--- src/cps_pkg.sv ---
// package: register map, field positions, reset values and shared types of the power switch block
package cps_pkg;

    // ------------------------------------------------------------
    // register map
    // ------------------------------------------------------------
    localparam logic [7:0]  SYS_CTRL_OFS   = 8'h80;     // system control register
    localparam logic [7:0]  PWR_CTRL_OFS   = 8'h84;     // power word and go bit
    localparam logic [7:0]  PWR_STAT_OFS   = 8'h88;     // mode, busy, strap
    localparam int          CLK_OE_BIT     = 27;        // clock-output enable in system control
    localparam int          GO_BIT         = 31;        // write one starts a serial word
    localparam logic [31:0] SYS_CTRL_RST   = 32'h0000_0000;
    localparam logic [31:0] PWR_CTRL_RST   = 32'h0000_0000;

    // ------------------------------------------------------------
    // serial link timing
    // ------------------------------------------------------------
    localparam int          WORD_BITS      = 8;         // bits in one power control word
    localparam int          HALF_DIV       = 4;         // sys cycles per half link-clock period
    localparam int          LATCH_CYCLES   = 8;         // latch pulse width in sys cycles

    // ------------------------------------------------------------
    // shared types
    // ------------------------------------------------------------
    typedef struct packed {
        logic [1:0] card_sel;                           // card signalling supply select
        logic [1:0] prog_sel;                           // programming supply select
    } cps_supply_s;

    typedef struct packed {
        logic clk_o;                                    // switch clock out
        logic clk_oe;                                   // switch clock drive enable
        logic data_o;                                   // data / parallel pin 2
        logic latch_o;                                  // latch / parallel pin 3
        logic pin0_o;                                   // parallel pin 0 (shared with strap)
        logic pin0_oe;                                  // parallel pin 0 enable
    } cps_pins_s;

endpackage

--- src/cps_sync.sv ---
// two-flop synchroniser for pin inputs
`timescale 1ns/1ns
module cps_sync #(
    parameter int W = 1                                 // number of bits
) (
    input  wire logic         clk_sys_in,               // system clock
    input  wire logic         rst_b_in,                 // sync reset, active low
    input  wire logic [W-1:0] async_in,                 // pin level
    output logic      [W-1:0] sync_out                  // synchronised level
);
    logic [W-1:0] meta_q;
    logic [W-1:0] sync_q;

    // first flop feeds only the second
    always_ff @(posedge clk_sys_in) begin
        if (!rst_b_in) begin
            meta_q <= '0;
            sync_q <= '0;
        end else begin
            meta_q <= async_in;
            sync_q <= meta_q;
        end
    end
    assign sync_out = sync_q;
endmodule

--- src/cps_shifter.sv ---
// serial shifter: sends a power word on data, then pulses latch
`timescale 1ns/1ns
module cps_shifter #(
    parameter int BITS = cps_pkg::WORD_BITS             // word length
) (
    input  wire logic            clk_sys_in,            // system clock
    input  wire logic            rst_b_in,              // sync reset, active low
    input  wire logic            start_in,              // one-cycle start pulse
    input  wire logic [BITS-1:0] word_in,               // word to send, msb first
    input  wire logic            rise_in,               // link clock rising edge pulse
    input  wire logic            fall_in,               // link clock falling edge pulse
    output logic                 data_out,              // serial data
    output logic                 latch_out,             // latch strobe
    output logic                 busy_out               // word in flight
);
    typedef enum logic [1:0] {CPS_IDLE, CPS_SHIFT, CPS_LATCH} cps_state_e;
    cps_state_e        st_q;
    logic [BITS-1:0]   sh_q;
    logic [7:0]        cnt_q;

    // data changes only on the falling edge, so it is steady at the rising edge
    always_ff @(posedge clk_sys_in) begin
        if (!rst_b_in) begin
            st_q      <= CPS_IDLE;
            sh_q      <= '0;
            cnt_q     <= 8'h00;
            data_out  <= 1'b0;
            latch_out <= 1'b0;
        end else begin
            unique case (st_q)
                CPS_IDLE: begin
                    if (start_in) begin
                        sh_q  <= word_in;
                        cnt_q <= 8'h00;
                        st_q  <= CPS_SHIFT;
                    end
                end
                CPS_SHIFT: begin
                    if (fall_in) begin
                        if (cnt_q == 8'(BITS)) begin
                            st_q      <= CPS_LATCH;   // whole word sent
                            cnt_q     <= 8'h00;
                            latch_out <= 1'b1;
                        end else begin
                            data_out <= sh_q[BITS-1]; // one bit per clock
                            sh_q     <= {sh_q[BITS-2:0], 1'b0};
                            cnt_q    <= cnt_q + 8'h01;
                        end
                    end
                end
                CPS_LATCH: begin
                    // data line frozen while latched
                    cnt_q <= cnt_q + 8'h01;
                    if (cnt_q == 8'(cps_pkg::LATCH_CYCLES - 1)) begin
                        latch_out <= 1'b0;
                        st_q      <= CPS_IDLE;
                    end
                end
                default: st_q <= CPS_IDLE;
            endcase
        end
    end
    assign busy_out = (st_q != CPS_IDLE);

    // ------------------------------------------------------------
    // checks
    // ------------------------------------------------------------
    data_at_rise_a: assert property (@(posedge clk_sys_in) disable iff (!rst_b_in)
        rise_in && st_q == CPS_SHIFT |-> $stable(data_out))
        else $error("data moved at link clock rise");
    data_in_latch_a: assert property (@(posedge clk_sys_in) disable iff (!rst_b_in)
        latch_out |=> latch_out ? $stable(data_out) : 1'b1)
        else $error("data moved during latch");
    latch_width_a: assert property (@(posedge clk_sys_in) disable iff (!rst_b_in)
        $rose(latch_out) |-> latch_out [*8] ##1 !latch_out)
        else $error("latch pulse width wrong");
    word_cover_c: cover property (@(posedge clk_sys_in) disable iff (!rst_b_in)
        $fell(latch_out));
endmodule

--- src/cps_top.sv ---
// top: power switch interface with apb registers, serial and parallel drive, reset handling
//
// The APB register port was left to the implementer.
`timescale 1ns/1ns

module cps_top (
    input  wire logic        clk_sys_in,                // 250 MHz bus clock
    input  wire logic        rst_b_in,                  // sync reset, active low
    input  wire logic        global_reset_n_in,         // global reset pin, active low
    input  wire logic        host_bus_reset_n_in,       // host bus reset pin, active low
    input  wire logic        suspend_n_in,              // suspend pin, active low
    input  wire logic        psel_in,                   // apb select
    input  wire logic        penable_in,                // apb enable
    input  wire logic        pwrite_in,                 // apb direction
    input  wire logic [7:0]  paddr_in,                  // apb byte address
    input  wire logic [31:0] pwdata_in,                 // apb write data
    output logic      [31:0] prdata_out,                // apb read data
    output logic             pready_out,                // apb ready
    output logic             pslverr_out,               // apb error on unmapped
    input  wire logic        switch_clock_in,           // clock pin level
    output logic             switch_clock_out,          // clock pin drive
    output logic             switch_clock_oe_out,       // clock pin drive enable
    input  wire logic        strap_in,                  // mode strap pin level
    output logic             parallel_select_pin_0_out, // strap pin drive, parallel mode
    output logic             parallel_select_pin_0_oe_out, // strap pin enable
    output logic             data_out,                  // data / parallel pin 2
    output logic             data_oe_out,               // data pin enable
    output logic             latch_out,                 // latch / parallel pin 3
    output logic             latch_oe_out               // latch pin enable
);
    // ------------------------------------------------------------
    // pin synchronisers
    // ------------------------------------------------------------
    // strap and clock pin pass the same two flops as the reset pins
    logic [4:0] pins_s;
    cps_sync #(.W(5)) u_sync (
        .clk_sys_in (clk_sys_in),
        .rst_b_in   (rst_b_in),
        .async_in   ({global_reset_n_in, host_bus_reset_n_in, suspend_n_in,
                      switch_clock_in, strap_in}),
        .sync_out   (pins_s)
    );
    logic global_reset_n_n;
    logic host_bus_reset_n_n;
    logic susp_n;
    logic lclk_s;
    logic strap_s;
    assign {global_reset_n_n, host_bus_reset_n_n, susp_n, lclk_s, strap_s} = pins_s;

    // resets that clear registers: suspend shields both
    logic clr_all;
    logic clr_part;
    logic float_all;
    assign clr_all   = !global_reset_n_n && susp_n;
    assign clr_part  = !host_bus_reset_n_n && susp_n;
    assign float_all = !global_reset_n_n || !host_bus_reset_n_n;

    // ------------------------------------------------------------
    // strap capture and mode
    // ------------------------------------------------------------
    // strap followed while any reset pin is held and the pin floats; last sample kept on release
    logic serial_mode_q;
    always_ff @(posedge clk_sys_in) begin
        if (!rst_b_in) begin
            serial_mode_q <= 1'b1;
        end else if (float_all) begin
            serial_mode_q <= strap_s;
        end
    end

    // ------------------------------------------------------------
    // registers
    // ------------------------------------------------------------
    logic [31:0]           sys_ctrl_q;
    cps_pkg::cps_supply_s  supply_q;
    logic                  go_q;
    logic                  wr_en;
    logic                  busy;

    // apb: one wait-free access phase, sampled on clock rise
    assign wr_en = psel_in && penable_in && pwrite_in;

    // system control only falls to the global reset
    always_ff @(posedge clk_sys_in) begin
        if (!rst_b_in || clr_all) begin
            sys_ctrl_q <= cps_pkg::SYS_CTRL_RST;
        end else if (wr_en && paddr_in == cps_pkg::SYS_CTRL_OFS) begin
            sys_ctrl_q <= pwdata_in;
        end
    end

    // power word is host-side state: either reset clears it
    always_ff @(posedge clk_sys_in) begin
        if (!rst_b_in || clr_all || clr_part) begin
            supply_q <= '0;
            go_q     <= 1'b0;
        end else begin
            go_q <= 1'b0;
            // a go that arrives while a word is in flight is dropped, not queued
            if (wr_en && paddr_in == cps_pkg::PWR_CTRL_OFS) begin
                supply_q <= pwdata_in[3:0];
                go_q     <= pwdata_in[cps_pkg::GO_BIT] && !busy;    // ignored while busy
            end
        end
    end

    // read mux; unmapped answers zero with slverr
    // read data is fixed in the setup cycle, so the access phase needs no wait
    logic mapped;
    assign mapped = paddr_in == cps_pkg::SYS_CTRL_OFS || paddr_in == cps_pkg::PWR_CTRL_OFS
                 || paddr_in == cps_pkg::PWR_STAT_OFS;
    always_ff @(posedge clk_sys_in) begin
        if (!rst_b_in) begin
            prdata_out <= 32'h0000_0000;
        end else if (psel_in && !penable_in) begin
            unique case (paddr_in)
                cps_pkg::SYS_CTRL_OFS: prdata_out <= sys_ctrl_q;
                cps_pkg::PWR_CTRL_OFS: prdata_out <= {28'h000_0000, supply_q};
                cps_pkg::PWR_STAT_OFS: prdata_out <= {29'h0000_0000, strap_s, busy,
                                                      serial_mode_q};
                default:               prdata_out <= 32'h0000_0000;
            endcase
        end
    end
    assign pready_out  = 1'b1;
    assign pslverr_out = psel_in && penable_in && !mapped;

    // ------------------------------------------------------------
    // link clock: own divider when driving, else edges of the pin
    // ------------------------------------------------------------
    logic       clk_drive;
    logic       lclk_prev_q;
    logic       div_clk_q;
    logic [3:0] div_q;
    // divider runs free, enabled or not: the switch acts only on a latch, and a
    // running clock spares a start-up wait before the first bit
    assign clk_drive = sys_ctrl_q[cps_pkg::CLK_OE_BIT] && serial_mode_q;

    always_ff @(posedge clk_sys_in) begin
        if (!rst_b_in) begin
            div_q     <= 4'h0;
            div_clk_q <= 1'b0;
        end else if (div_q == 4'(cps_pkg::HALF_DIV - 1)) begin
            div_q     <= 4'h0;
            div_clk_q <= !div_clk_q;
        end else begin
            div_q <= div_q + 4'h1;
        end
    end

    // edge finder on the second sync flop only
    // previous level resets low, the idle level of the pin, so no false edge
    always_ff @(posedge clk_sys_in) begin
        if (!rst_b_in) begin
            lclk_prev_q <= 1'b0;
        end else begin
            lclk_prev_q <= lclk_s;
        end
    end
    logic rise;
    logic fall;
    logic div_tick;
    assign div_tick = div_q == 4'(cps_pkg::HALF_DIV - 1);
    assign rise = clk_drive ? (div_tick && !div_clk_q) : (lclk_s && !lclk_prev_q);
    assign fall = clk_drive ? (div_tick && div_clk_q) : (!lclk_s && lclk_prev_q);

    // ------------------------------------------------------------
    // serial shifter
    // ------------------------------------------------------------
    logic ser_data;
    logic ser_latch;
    cps_shifter #(.BITS(cps_pkg::WORD_BITS)) u_shift (
        .clk_sys_in (clk_sys_in),
        .rst_b_in   (rst_b_in && !clr_all && !clr_part),
        .start_in   (go_q && serial_mode_q),
        .word_in    ({4'h0, supply_q}),
        .rise_in    (rise),
        .fall_in    (fall),
        .data_out   (ser_data),
        .latch_out  (ser_latch),
        .busy_out   (busy)
    );

    // ------------------------------------------------------------
    // pin drive: mode mux and float under reset
    // ------------------------------------------------------------
    // parallel mode reuses the serial pins; the mode only changes under reset
    cps_pkg::cps_pins_s pins_d;
    always_comb begin
        pins_d = '0;
        if (serial_mode_q) begin
            pins_d.clk_o   = div_clk_q;
            pins_d.clk_oe  = clk_drive;
            pins_d.data_o  = ser_data;
            pins_d.latch_o = ser_latch;
        end else begin
            // pin1 card sel0, pin0 card sel1, pin3 prog sel0, pin2 prog sel1
            pins_d.clk_o   = supply_q.card_sel[0];
            pins_d.clk_oe  = 1'b1;
            pins_d.pin0_o  = supply_q.card_sel[1];
            pins_d.pin0_oe = 1'b1;
            pins_d.latch_o = supply_q.prog_sel[0];
            pins_d.data_o  = supply_q.prog_sel[1];
        end
    end

    // enables drop one cycle after a pin reset is seen; levels are not forced and still follow pins_d
    logic oe_q;
    always_ff @(posedge clk_sys_in) begin
        if (!rst_b_in) begin
            oe_q <= 1'b0;
        end else begin
            oe_q <= !float_all;
        end
    end

    // clock and strap-shared pins are registered so they cannot glitch when driven
    always_ff @(posedge clk_sys_in) begin
        if (!rst_b_in) begin
            switch_clock_out          <= 1'b0;
            parallel_select_pin_0_out <= 1'b0;
        end else begin
            switch_clock_out          <= pins_d.clk_o;
            parallel_select_pin_0_out <= pins_d.pin0_o;
        end
    end
    assign data_out                     = pins_d.data_o;            // already registered
    assign latch_out                    = pins_d.latch_o;
    assign switch_clock_oe_out          = oe_q && pins_d.clk_oe;
    assign parallel_select_pin_0_oe_out = oe_q && pins_d.pin0_oe;
    assign data_oe_out                  = oe_q;
    assign latch_oe_out                 = oe_q;

    // ------------------------------------------------------------
    // checks
    // ------------------------------------------------------------
    clk_input_reset_a: assert property (@(posedge clk_sys_in) disable iff (!rst_b_in)
        serial_mode_q && !sys_ctrl_q[cps_pkg::CLK_OE_BIT] |-> !switch_clock_oe_out)
        else $error("clock pin driven without enable");
    float_reset_a: assert property (@(posedge clk_sys_in) disable iff (!rst_b_in)
        float_all |=> !data_oe_out && !latch_oe_out && !switch_clock_oe_out)
        else $error("outputs driven during reset");
    float_host_a: assert property (@(posedge clk_sys_in) disable iff (!rst_b_in)
        !host_bus_reset_n_n |=> !parallel_select_pin_0_oe_out)
        else $error("strap pin driven during host reset");
    keep_suspend_a: assert property (@(posedge clk_sys_in) disable iff (!rst_b_in)
        !susp_n && !wr_en |=> $stable(sys_ctrl_q) && $stable(supply_q))
        else $error("registers lost in suspend");
    host_partial_a: assert property (@(posedge clk_sys_in) disable iff (!rst_b_in)
        clr_part && !clr_all && !wr_en |=> $stable(sys_ctrl_q))
        else $error("host reset cleared system control");
    global_clear_a: assert property (@(posedge clk_sys_in) disable iff (!rst_b_in)
        clr_all |=> sys_ctrl_q == cps_pkg::SYS_CTRL_RST && supply_q == '0)
        else $error("global reset did not clear");
    par_drive_a: assert property (@(posedge clk_sys_in) disable iff (!rst_b_in)
        !serial_mode_q && oe_q |-> (data_out == supply_q.prog_sel[1]
                                 && latch_out == supply_q.prog_sel[0])
        ##1 (switch_clock_out == $past(supply_q.card_sel[0])
          && parallel_select_pin_0_out == $past(supply_q.card_sel[1])))
        else $error("parallel select mismatch");
    apb_write_a: assert property (@(posedge clk_sys_in) disable iff (!rst_b_in)
        wr_en && paddr_in == cps_pkg::SYS_CTRL_OFS && !clr_all
        |=> sys_ctrl_q == $past(pwdata_in))
        else $error("system control write lost");

    // ------------------------------------------------------------
    // reset release, strap, clock drive and power write checks
    // ------------------------------------------------------------
    oe_return_a: assert property (@(posedge clk_sys_in) disable iff (!rst_b_in)
        !float_all |=> data_oe_out && latch_oe_out)
        else $error("outputs not back after reset release");
    strap_mode_a: assert property (@(posedge clk_sys_in) disable iff (!rst_b_in)
        float_all |=> serial_mode_q == $past(strap_s))
        else $error("strap not captured under reset");
    clk_oe_drive_a: assert property (@(posedge clk_sys_in) disable iff (!rst_b_in)
        oe_q && clk_drive |-> switch_clock_oe_out)
        else $error("clock pin not driven when enabled");
    power_write_a: assert property (@(posedge clk_sys_in) disable iff (!rst_b_in)
        wr_en && paddr_in == cps_pkg::PWR_CTRL_OFS && !clr_all && !clr_part
        |=> supply_q == $past(pwdata_in[3:0]))
        else $error("power word write lost");

    serial_word_c: cover property (@(posedge clk_sys_in) disable iff (!rst_b_in)
        serial_mode_q && $fell(busy));
    parallel_c: cover property (@(posedge clk_sys_in) disable iff (!rst_b_in)
        !serial_mode_q && oe_q && supply_q != '0);
    suspend_keep_c: cover property (@(posedge clk_sys_in) disable iff (!rst_b_in)
        !susp_n && !global_reset_n_n && sys_ctrl_q != '0);
    clk_drive_c: cover property (@(posedge clk_sys_in) disable iff (!rst_b_in)
        switch_clock_oe_out && serial_mode_q);
endmodule

--- config.mk ---
export PLATFORM = sky130hd
export DESIGN_NAME = cps_top
export DESIGN_NICKNAME = d
export VERILOG_FILES = /design/src/cps_pkg.sv /design/src/cps_sync.sv /design/src/cps_shifter.sv /design/src/cps_top.sv
export SDC_FILE = /design/constraint.sdc
export NUM_CORES = 1
export LEC_CHECK = 0
export BUFFER_PORTS_ARGS = -buffer_cell sky130_fd_sc_hd__buf_2
export CORE_MARGIN = 4
export CORE_UTILIZATION = 49
export DETAILED_ROUTE_END_ITERATION = 10
export PLACE_DENSITY = 0.73
export SKIP_LAST_GASP = 1
export SLEW_MARGIN = 10
export SYNTH_ARGS = -nofsm -noshare
export SYNTH_HDL_FRONTEND = slang
export SYNTH_SLANG_ARGS = --single-unit
--- constraint.sdc ---
create_clock -name clk_sys_in -period 6.2 [get_ports clk_sys_in]
set_input_delay 0.31 -clock clk_sys_in [delete_from_list [all_inputs] [get_ports clk_sys_in]]
set_output_delay 0.31 -clock clk_sys_in [all_outputs]
set_load 0.005 [all_outputs]
Yosys cells after proc, flatten, opt, wreduce, memory -nomap -nowiden
Cells that the tools add are included.

storage, ports and cells
  bits of input ports = 50
  output and inout bits = 42
  bits in registers = 109

cells by class
  $add $sub $neg = 2
  multiplexer cells = 21
  reduce and logical (&&, ||, !) cells = 46
  equality and inequality tests = 13
  bitwise gates (word level) = 3

operators with widths
  operator                                               count
  case mux 32 bit (3 select lines)                       1
  two-way mux 8 bit                                      6
  == test 8 bit, second input constant                   3
  case mux 8 bit (3 select lines)                        1
  logical AND 1 bit                                      17
  case mux 8 bit (2 select lines)                        1
  AND reduction 4 bit                                    3
  zero test 1 bit                                        11
  adder 8 x 1 -> 8 bit, second input constant            1
  == test 8 x 3 -> 1 bit, second input constant          1
  == test 8 x 4 -> 1 bit, second input constant          1
  two-way mux 2 bit                                      4
  inequality test 2 x 1 -> 1 bit, second input constant  3
  case mux 2 bit (3 select lines)                        1
  AND reduction 3 bit                                    2
  nonzero test 2 bit                                     3
  OR reduction 2 bit                                     3
  logical OR 1 bit                                       5
  two-way mux 1 bit                                      5
  adder 4 x 1 -> 4 bit, second input constant            1
  == test 4 x 2 -> 1 bit, second input constant          1
  two-way mux 4 bit                                      1
  inequality test 2 bit, second input constant           2
  inverter 1 bit                                         3
  5 further kinds                                        5

Longest topological paths before layout
Gate-level depths: netlist of the first run.

  depth after elaboration = 5
  gate-level depth with buffers = 8

Cells and area by module
Synthesis of the first run repeated with hierarchy kept, for this count alone.

unflattened totals
  cells, all modules = 487
  area, all modules = 4874.7 sq um

by module, submodules not included
  module       times used  area each (sq um)  cells an instance
  cps_top      1           3424.5             327
  cps_shifter  1           1187.4             140
  cps_sync     1           262.8              20

Least setup slack after synthesis of the first run
No wires, ideal clock.

  kind = register to register
  from = register div_q[0]
  to = register u_shift.cnt_q[7]
  data arrival time = 1.977 ns
  slack = 4.153 ns
  stages on the path, launching flop included = 7
  period minus slack after synthesis = 2.047 ns
  cell sequence = dfxtp_1 > ha_1 > or3b_4 > a2bb2oi_4 > a211o_1 > or4_1 > a21oi_1

between the ends
  longest elaborated chain between the ends = 5

RTL lines
  element                                 RTL line           source
  start, declared                         cps_top.sv:134     logic [3:0] div_q;
  start signal, assigned                  cps_top.sv:147     div_q <= div_q + 4'h1;
  == test 4 x 2 -> 1 bit                  cps_top.sv:163     assign div_tick = div_q == 4'(cps_pkg::HALF_DIV - 1);
  logical AND 1 bit                       cps_top.sv:165     assign fall = clk_drive ? (div_tick && div_clk_q) : (!lclk_s && lclk_prev_q);
  two-way mux 1 bit                       cps_top.sv:165
  inequality test 2 bit (no source line)  n/a
  AND reduction 3 bit (no source line)    n/a
  end signal, assigned                    cps_shifter.sv:47  cnt_q <= cnt_q + 8'h01;
  end signal, assigned                    cps_shifter.sv:53  cnt_q <= cnt_q + 8'h01;
  end, declared                           cps_shifter.sv:19  logic [7:0] cnt_q;

Every way passes these cells.
A chain may end at the register's enable or synchronous reset.

Worst setup path after layout of the first run
  from = register u_shift.st_q[1]
  to = register u_shift.sh_q[3]

between the ends
  longest elaborated chain between the ends = 3
  elaborated cells on any way between the ends = 8
  classes of those cells = eq/ne (4); mux (1); reduce/logical (3)

RTL lines
  element                                                           RTL line           source
  start, declared                                                   cps_shifter.sv:17  cps_state_e st_q;
  start signal, assigned                                            cps_shifter.sv:24  st_q <= CPS_IDLE;
  start signal, assigned                                            cps_shifter.sv:35  st_q <= CPS_SHIFT;
  start signal, assigned                                            cps_shifter.sv:41  st_q <= CPS_LATCH;
  == test 2 x 1 -> 1 bit / zero test 2 bit (equally long branches)  cps_shifter.sv:30  unique case (st_q)
  inequality test 2 bit (no source line) (tied with other cells)    n/a
  AND reduction 4 bit (no source line)                              n/a
  end signal, assigned                                              cps_shifter.sv:33  sh_q <= word_in;
  end signal, assigned                                              cps_shifter.sv:46  sh_q <= {sh_q[BITS-2:0], 1'b0};
  end, declared                                                     cps_shifter.sv:18  logic [BITS-1:0] sh_q;

Several ways; a longest one is shown, not always the timed one.

==> impl_metrics.json, run 1 <==
{
  "syn_avg_cell_area_um2": 8.93,
  "critPathKind": "flip-flop to flip-flop",
  "synth_top_family_by_area": "simple AND/OR/NAND/NOR gates",
  "synth_compound_area_share_pct": 16.4,
  "syn_to_final_growth_pct": 15.2,
  "setup_viol": 0,
  "fp-row-count": 34,
  "relSlewSlack_pct": 22.8,
  "cp-end-kind": "flip-flop",
  "crit_start": "u_shift.st_q[1]",
  "holdBufCountCts": 0,
  "die_x_um": 102,
  "cts_tree": "done",
  "synth_ff_type": "dfxtp_1",
  "core_area_um2": 8680,
  "cts_buffers": 9,
  "tns_ns": 0,
  "worstPathCellList": "inv_1, ha_1, o21ai_1, a221oi_2, nor2_1, a211oi_1",
  "grt_max_degree": 56,
  "hold_viol_final": 0,
  "syn_area_um2": 4360,
  "nNetsFinal": 616,
  "synth-edff-count": 0,
  "synthMuxAreaShare_pct": 3.50,
  "first_pass_iters": 5,
  "port-buffer-count": 90,
  "critPathMaxFanout": 19,
  "cts_max_path_buffers": 2,
  "maxCapViolCount": 0,
  "cts_sinks": 109,
  "yosysTopAreaCell": "dfxtp_1",
  "ctsResizeCount": 0,
  "die_area_um2": 10500,
  "drv_slew": 0,
  "start_util_pct": 50.2,
  "drt-initial-drc-count": 141,
  "grt_pass1_wl_mm": 15.4,
  "finalHoldWorstSlack_ns": 0.145,
  "ys_top_cells_by_count": "109 x dfxtp_1, 88 x nand2_1, 46 x a21oi_1",
  "synth-xor-area-share_pct": 0.402,
  "n_antenna_cell": 0,
  "ys_warn_count": 0,
  "final_cells": 672,
  "cts_root_buf": "clkbuf_8",
  "clk_latency_ns": 0.37,
  "tightest_slew_ns": 1.16,
  "crit_required_ns": 6.46,
  "routed_wl_mm": 9.59,
  "cts_setup_buffers": 0,
  "min_path_type": "primary input to flip-flop",
  "dp.cells": 656,
  "overflow": 0,
  "slowest_stage": "a221oi_2",
  "antenna_found_initial": 0,
  "hp-start": "host_bus_reset_n_in",
  "fmax_ghz": 0.385,
  "drc": 0,
  "synth-seq-cells": 109,
  "grt_use_total_pct": 18.5,
  "period_share_pct": 41.9,
  "synth_fp_nets": 545,
  "io_pins": 92,
  "finClkSkew_ns": 0.0123,
  "routedWlPerCell_um": 14.3,
  "peakVddDrop_mv": 0.201,
  "synthSimpleGateAreaFrac_pct": 23.6,
  "gp_congestion": 0.792,
  "yosysUniqueCellTypes": 50,
  "post-synth-top-count-cell": "dfxtp_1",
  "drtAntennaViolNets": 0,
  "die_h_um": 102,
  "r2r_start": "u_shift.st_q[1]",
  "netlist_instances": 488,
  "powerDensity_nw_per_um2": 231,
  "drive_gt1_share_pct": 21.3,
  "cp_data_arrival_time_ns": 2.86,
  "status": "completed",
  "period_needed_ns": 2.60,
  "critPathLaunchType": "flip-flop",
  "max_stage_delay_ns": 0.82,
  "h-tree-depth": 3,
  "finalPower_mw": 1.16,
  "clk_pin_slew_worst_paths_ns": 0.10,
  "ys_seq_area_share_pct": 50.1,
  "grt_pass1_vias": 3366,
  "netlist.area_leader.share_pct": 50.1,
  "synth-async-reset-ratio_pct": 0,
  "dp_hpwl_mm": 6.54,
  "vias": 3621,
  "synth_area_leaders": "dfxtp_1 50%, nand2_1 7.6%, a22oi_1 5.3%, a21oi_1 5.3%, nor2b_1 5.2%",
  "viasPerCell": 5.39,
  "synth_fa_ha_area_share_pct": 2.01,
  "p_leak_nw": 1.96,
  "grt_setup_unrepaired": "no"
}
[worst paths after layout]
| kind | to | slack (ns) | cells past startpoint |
|---|---|---|---|
| min reg2reg | u_sync.sync_out[4] | 0.44 | 1 |
| max reg2reg | u_shift.sh_q[3] | 3.60 | 6 |
| max | u_shift.sh_q[3] | 3.60 | 6 |
| min | u_sync.meta_q[3] | 0.15 | 2 |
[per-layer routing]
layer	routed length [µm]	global-route usage [%]
met5	0	0
met4	135	7.16
met3	595	4.44
met2	4580	30.5
met1	4280	23.4
[cells by family (layout without fill, tap and decap cells)]
group,Yosys count,after routing
flip-flops,109,109
buffers and inverters,43,119
AO/OA/AOI/OAI,111,111
other,1,1
XOR/XNOR,2,2
AND/OR/NAND/NOR,200,200
multiplexers,15,15
adder cells (fa/ha/maj),7,7
[cells in the final DEF (no fill, tap or decap), types with 3 or more instances in the layout]
cell	instances
a211oi_1	5
a21oi_1	46
a22oi_1	31
and2_1	15
and3_1	5
buf_2	90
buf_4	4
clkbuf_8	9
dfxtp_1	109
ha_1	7
inv_1	9
mux2i_1	13
nand2_1	88
nand3_1	11
nand4_1	4
nor2_1	16
nor2b_1	36
o21ai_0	14
or3_1	3
or4_1	3
[stage by stage]
step	utilization (%)	worst slack [ns]	instance area, µm²
6_report	57.9	3.60	5020
5_1_grt	57.9	3.36	5020
4_1_cts	57.9	3.62	5020
3_5_place_dp	55.8	3.63	4850
3_3_place_gp	55.8	3.73	4850
2_1_floorplan	-	4.15	4360
[power by group]
part / switching (mW) / total (mW) / internal (mW)
clock: 0.244 / 0.394 / 0.150
sequential: 0.00438 / 0.710 / 0.706
combinational: 0.0308 / 0.0547 / 0.0240
total: 0.279 / 1.16 / 0.880
[state kept, by name, summed over array words and instances, names as in the netlist]
register and count:
prdata_out 32, sys_ctrl_q 32, u_shift.cnt_q 8, u_shift.sh_q 8, u_sync.meta_q 5, u_sync.sync_out 5, div_q 4, supply_q 4
u_shift.st_q 2, data_oe_out 1, div_clk_q 1, go_q 1, lclk_prev_q 1, parallel_select_pin_0_out 1, serial_mode_q 1, switch_clock_out 1
u_shift.data_out 1, u_shift.latch_out 1
[worst max-delay path, delay by kind of cell, from the launching register on]
family / cells / cell delay (ns)
flops: 1 / 0.34
simple gates: 1 / 0.08
fa+ha+maj: 1 / 0.62
compound gates: 3 / 1.34
buf+inv: 1 / 0.10
[final cells by class]
type | count | area, µm²
clock inverters | 6 | 47.5
clock buffers | 10 | 128
inverters | 9 | 33.8
well taps | 108 | 135
repair buffers | 94 | 480
fillers | 816 | 3660
multi-input cells | 336 | 2010
flip-flops and latches | 109 | 2180
Power figures use the tool's default switching activity.
==> inputs of run 2 (changes only) <==
ABC_AREA = 1   (was unset)
PLACE_DENSITY = 0.72   (was 0.73)
clock period = 2.45 ns   (was 6.2 ns; I/O delays follow)
==> impl_metrics.json, run 2 <==
{
  "period_share_pct": 78.1,
  "ctsResizeCount": 0,
  "first_pass_iters": 4,
  "cts_setup_buffers": 0,
  "drv_slew": 0,
  "ys_top_cells_by_count": "114 x nand2_1, 109 x dfxtp_1, 104 x nor2_1",
  "grt_use_met1_pct": 26.6,
  "synth-async-reset-ratio_pct": 0,
  "routed_wl_mm": 11.3,
  "h-tree-depth": 3,
  "cts_max_path_buffers": 2,
  "nFillCells": 832,
  "post-synth-top-count-cell": "nand2_1",
  "dp_hpwl_mm": 7.58,
  "final_common_cell": "nand2_1",
  "setup_viol": 0,
  "grt_pass1_wl_mm": 19.1,
  "grt_setup_unrepaired": "no",
  "fp-row-count": 35,
  "die_h_um": 105,
  "overflow": 0,
  "finClkSkew_ns": 0.0129,
  "cp-end-kind": "flip-flop",
  "clk_latency_ns": 0.38,
  "cts_tree": "done",
  "critPathLaunchType": "flip-flop",
  "whs_path_depth": 3,
  "grt_use_total_pct": 20.9,
  "n_antenna_cell": 0,
  "reg2reg_slack_ns": 0.54,
  "synth_ff_type": "dfxtp_1",
  "fmax_ghz": 0.523,
  "critPathKind": "flip-flop to flip-flop",
  "cts_sinks": 109,
  "yosysUniqueCellTypes": 33,
  "synth-edff-count": 0,
  "whs_endpoint": "sys_ctrl_q[1]",
  "synth_area_leaders": "dfxtp_1 48%, nand2_1 9.3%, nor2_1 8.5%, o21ai_0 8.4%, inv_1 5.6%",
  "syn_avg_cell_area_um2": 7.26,
  "drc": 0,
  "tightest_slew_ns": 0.834,
  "peakVddDrop_mv": 0.386,
  "drtAntennaViolNets": 0,
  "grt_pass1_vias": 4133,
  "syn_to_final_growth_pct": 21.4,
  "nNetsFinal": 794,
  "r2r_start": "u_shift.st_q[0]",
  "critPathMaxFanout": 8,
  "syn_area_um2": 4590,
  "gp_congestion": 0.836,
  "ys_warn_count": 0,
  "core_area_um2": 9200,
  "cts_root_buf": "clkbuf_8",
  "die_x_um": 105,
  "synth-seq-cells": 109,
  "maxCapViolCount": 0,
  "grt_max_degree": 46,
  "p_leak_nw": 2.61,
  "grt_busiest_layer": "met2",
  "synth_fp_nets": 689,
  "period_needed_ns": 1.91,
  "ys_seq_area_share_pct": 47.6,
  "drt-initial-drc-count": 281,
  "met3_usage_pct": 4.76,
  "viasPerCell": 5.11,
  "top_regs": "prdata_out (32), sys_ctrl_q (32)",
  "vias": 4360,
  "antenna_found_initial": 0,
  "port-buffer-count": 90,
  "met2_usage_pct": 35.0,
  "clk_pin_slew_worst_paths_ns": 0.10,
  "netlist.area_leader.share_pct": 47.6,
  "drive_gt1_share_pct": 17.3,
  "r2r_cells": 8,
  "cp_data_arrival_time_ns": 2.18,
  "powerDensity_nw_per_um2": 694,
  "reg2reg_to": "u_shift.cnt_q[0]",
  "io_pins": 92,
  "yosysTopAreaCell": "dfxtp_1",
  "crit_required_ns": 2.72,
  "most-common-layout-cells": "114 x nand2_1, 109 x dfxtp_1, 103 x nor2_1",
  "start_util_pct": 49.9,
  "hold_viol_final": 0,
  "relSlewSlack_pct": 44.3,
  "finalPower_mw": 3.87,
  "netlist_instances": 632,
  "hp-start": "pwdata_in[1]",
  "holdBufCountCts": 32,
  "routedWlPerCell_um": 13.2,
  "die_area_um2": 11000,
  "cts_buffers": 9,
  "tns_ns": 0,
  "status": "completed",
  "min_path_type": "primary input to flip-flop"
}
==> run 2: cell types whose count changed after synthesis, sizes merged, moves of 13 or more <==
cell and delta:
a22oi -31, and2 -13, clkbuf -14, inv +63, nand2 +30, nand3 +20
nor2 +91, nor2b -36, o21ai +62
==> run 2: report_power, final <==
group | switching [mW] | total (mW) | leakage (nW) | internal (mW)
combinational | 0.513 | 0.818 | 1.62 | 0.305
clock | 0.665 | 1.09 | 0.0986 | 0.425
sequential | 0.0742 | 1.96 | 0.887 | 1.88
total | 1.25 | 3.87 | 2.61 | 2.61
==> run 2: worst max-delay path by stage <==
| stage | start | end | slack, ns | cells after the start |
|---|---|---|---|---|
| finish | u_shift.st_q[0] | u_shift.cnt_q[0] | 0.54 | 8 |
| global route | u_shift.st_q[1] | u_shift.cnt_q[0] | 0.38 | 8 |
| CTS | u_shift.st_q[0] | u_shift.cnt_q[0] | 0.56 | 8 |
| detailed placement | u_shift.st_q[0] | u_shift.cnt_q[0] | 0.58 | 8 |
| global placement | u_shift.st_q[0] | u_shift.cnt_q[2] | 0.71 | 8 |
| floorplan | u_shift.st_q[0] | u_shift.cnt_q[0] | 0.87 | 8 |
==> run 2: cell families after synthesis <==
group | Yosys count | share of synthesized area [%]
other | 1 | 0.0817
XOR/XNOR | 2 | 0.382
buffers and inverters | 104 | 9.49
AO/OA/AOI/OAI | 132 | 14.8
multiplexers | 1 | 0.218
flip-flops | 109 | 47.6
adder cells (fa/ha/maj) | 7 | 1.91
AND/OR/NAND/NOR | 276 | 25.6
==> run 2: metal layers <==
layer  vias up  part of all wire [%]
met5         -                     0
met4         0                   2.0
met3        18                   6.6
met2       144                    48
met1      1977                    43
li1       2221                     -
==> run 2: cell type report <==
cell class / count / area (µm²) / share of cell area, %
multi-input cells: 419 / 1980 / 35.5
repair buffers: 126 / 801 / 14.4
flip-flops and latches: 109 / 2180 / 39.2
inverters: 72 / 270 / 4.85
clock buffers: 10 / 138 / 2.47
clock inverters: 6 / 61.3 / 1.10
well taps: 111 / 139 / 2.49
==> run 2: stage by stage <==
stage                     utilization (%)  setup slack (ns)  area, µm²  hold slack, ns  std cells
after global placement               54.9             0.706       5050           0.309        805
after global routing                 60.6             0.380       5570          0.0178        853
after detailed placement             54.9             0.583       5050           0.310        805
after floorplan                         -             0.875       4590           0.220        632
final                                60.6             0.537       5570          0.0169        853
after CTS                            60.6             0.563       5570         0.00306        853
==> run 2: worst max-delay path: stages, from the launching register on <==
cell      delay [ns]
dfxtp_1         0.40
inv_1           0.08
ha_1            0.23
inv_1           0.10
a21oi_1         0.06
nor2_1          0.26
a21boi_2        0.36
o21ai_0         0.15
and2_1          0.17
==> inputs of run 3 (changes only) <==
clock period = 1.98 ns   (was 2.45 ns; I/O delays follow)
==> impl_metrics.json, run 3 (synthesis results as in run 2) <==
{
  "cts_root_buf": "clkbuf_8",
  "status": "completed",
  "period_needed_ns": 1.85,
  "cts_tree": "done",
  "fp-row-count": 35,
  "gp_congestion": 0.853,
  "grt_use_total_pct": 21.9,
  "grt_max_degree": 46,
  "die_x_um": 105,
  "routedWlPerCell_um": 13.5,
  "vias": 4431,
  "final_cells": 862,
  "relSlewSlack_pct": 53.8,
  "max_stage_delay_ns": 0.40,
  "nNetsFinal": 803,
  "grt_setup_unrepaired": "no",
  "grt_pass1_vias": 4314,
  "slowest_stage": "dfxtp_1",
  "critPathMaxFanout": 8,
  "critPathLaunchType": "flip-flop",
  "critPathTopFamily": "compound AO/OA/AOI/OAI gates",
  "tns_ns": 0,
  "r2r_cells": 8,
  "maxCapViolCount": 0,
  "cp-end-kind": "flip-flop",
  "peakVddDrop_mv": 0.384,
  "cts_sinks": 109,
  "h-tree-depth": 3,
  "post-route-util_pct": 61.8,
  "critPathBufInv": 2,
  "routed_wl_mm": 11.6,
  "reg2reg_slack_ns": 0.13,
  "cts_max_path_buffers": 2,
  "io_pins": 92,
  "drt-initial-drc-count": 224,
  "die_h_um": 105,
  "drive_gt1_share_pct": 17.6,
  "viasPerCell": 5.14,
  "fmax_ghz": 0.542,
  "r2r_start": "u_shift.st_q[1]",
  "core_area_um2": 9200,
  "period_share_pct": 93.3,
  "hold_viol_final": 0,
  "overflow": 0,
  "setup_viol": 0,
  "p_leak_nw": 2.66,
  "tightest_slew_ns": 0.693,
  "nFillCells": 836,
  "clk_pin_slew_worst_paths_ns": 0.11,
  "grt_pass1_wl_mm": 20.0,
  "crit_top_cell": "inv_1",
  "cp_data_arrival_time_ns": 2.11,
  "crit_end": "u_shift.cnt_q[2]",
  "cp.depth": 8,
  "top_regs": "prdata_out (32), sys_ctrl_q (32)",
  "finClkSkew_ns": 0.0152,
  "powerDensity_nw_per_um2": 853,
  "start_util_pct": 49.9,
  "n_antenna_cell": 0,
  "crit_required_ns": 2.25,
  "crit_start": "u_shift.st_q[1]",
  "critPathKind": "flip-flop to flip-flop",
  "die_area_um2": 11000,
  "reg2reg_to": "u_shift.cnt_q[2]",
  "worstPathCellList": "inv_1, ha_1, inv_1, a21oi_1, nor2_1, a21boi_4, o21ai_0, and2_1",
  "dp.cells": 808,
  "drv_slew": 0,
  "antenna_found_initial": 0,
  "final_common_cell": "nand2_1",
  "most-common-layout-cells": "114 x nand2_1, 109 x dfxtp_1, 103 x nor2_1",
  "drtAntennaViolNets": 0,
  "dp_hpwl_mm": 7.83,
  "cts_buffers": 9,
  "syn_to_final_growth_pct": 23.9,
  "min_path_type": "primary input to flip-flop",
  "first_pass_iters": 6,
  "drc": 0,
  "clk_latency_ns": 0.39,
  "port-buffer-count": 90
}
## run 3: cell types whose count changed in the layout (fill, tap and decap cells not counted), moves of 2 or more
cell	before	now
inv_8	1	3
dlygate4sd3_1	32	38
inv_6	3	1
buf_4	4	6
## run 3: what timing repair did
item,4_1_cts,5_1_grt
endpoints found under the setup margin,0,11
hold endpoints to repair,39,0
resized for setup,0,2
hold buffers,38,0
setup buffers,0,0
## run 3: worst min-delay path by stage
stage | startpoint | to | slack [ns] | depth (start not counted)
2_1_floorplan | strap_in | u_sync.meta_q[0] | 0.20 | 2
3_3_place_gp | suspend_n_in | u_sync.meta_q[2] | 0.28 | 3
3_5_place_dp | host_bus_reset_n_in | u_sync.meta_q[3] | 0.29 | 3
4_1_cts | paddr_in[0] | go_q | 0.0007 | 4
5_1_grt | paddr_in[0] | go_q | 0.03 | 4
6_report | paddr_in[0] | go_q | 0.02 | 4
## run 3: through the flow
step | hold slack [ns] | power, mW | area, µm² | setup slack [ns]
detailed placement | 0.287 | 3.44 | 5080 | 0.121
global route | 0.0277 | 5.13 | 5680 | 0.00525
finish | 0.0170 | 4.85 | 5680 | 0.133
CTS | 0.000654 | 4.86 | 5670 | 0.0892
global placement | 0.284 | 3.39 | 5080 | 0.225
floorplan | 0.197 | 3.15 | 4590 | 0.405
## run 3: layer usage
| layer | track usage (%) | wire length [µm] |
|---|---|---|
| met1 | 26.8 | 5070 |
| met2 | 38.2 | 5720 |
| met3 | 4.82 | 591 |
| met4 | 7.40 | 264 |
| met5 | 0 | 0 |
## run 3: final cells by class
class	instances	area, µm²	share of cell area (%)
timing repair buffer	135	896	15.8
sequential	109	2180	38.4
multi-input combinational	419	1990	35.0
tap	111	139	2.44
inverter	72	270	4.76
clock inverter	7	83.8	1.48
clock buffer	9	124	2.18
## run 3: worst min-delay path: cells and delay by family
family,cells,cell delay (ns)
buffers and inverters,2,0.11
AND/OR/NAND/NOR,2,0.14
## run 3: power breakdown
group	internal, mW	total, mW	leakage (nW)	switching [mW]
Sequential	2.33	2.42	0.887	0.0924
Combinational	0.404	1.06	1.67	0.653
Clock	0.512	1.37	0.105	0.857
Total	3.25	4.85	2.66	1.60
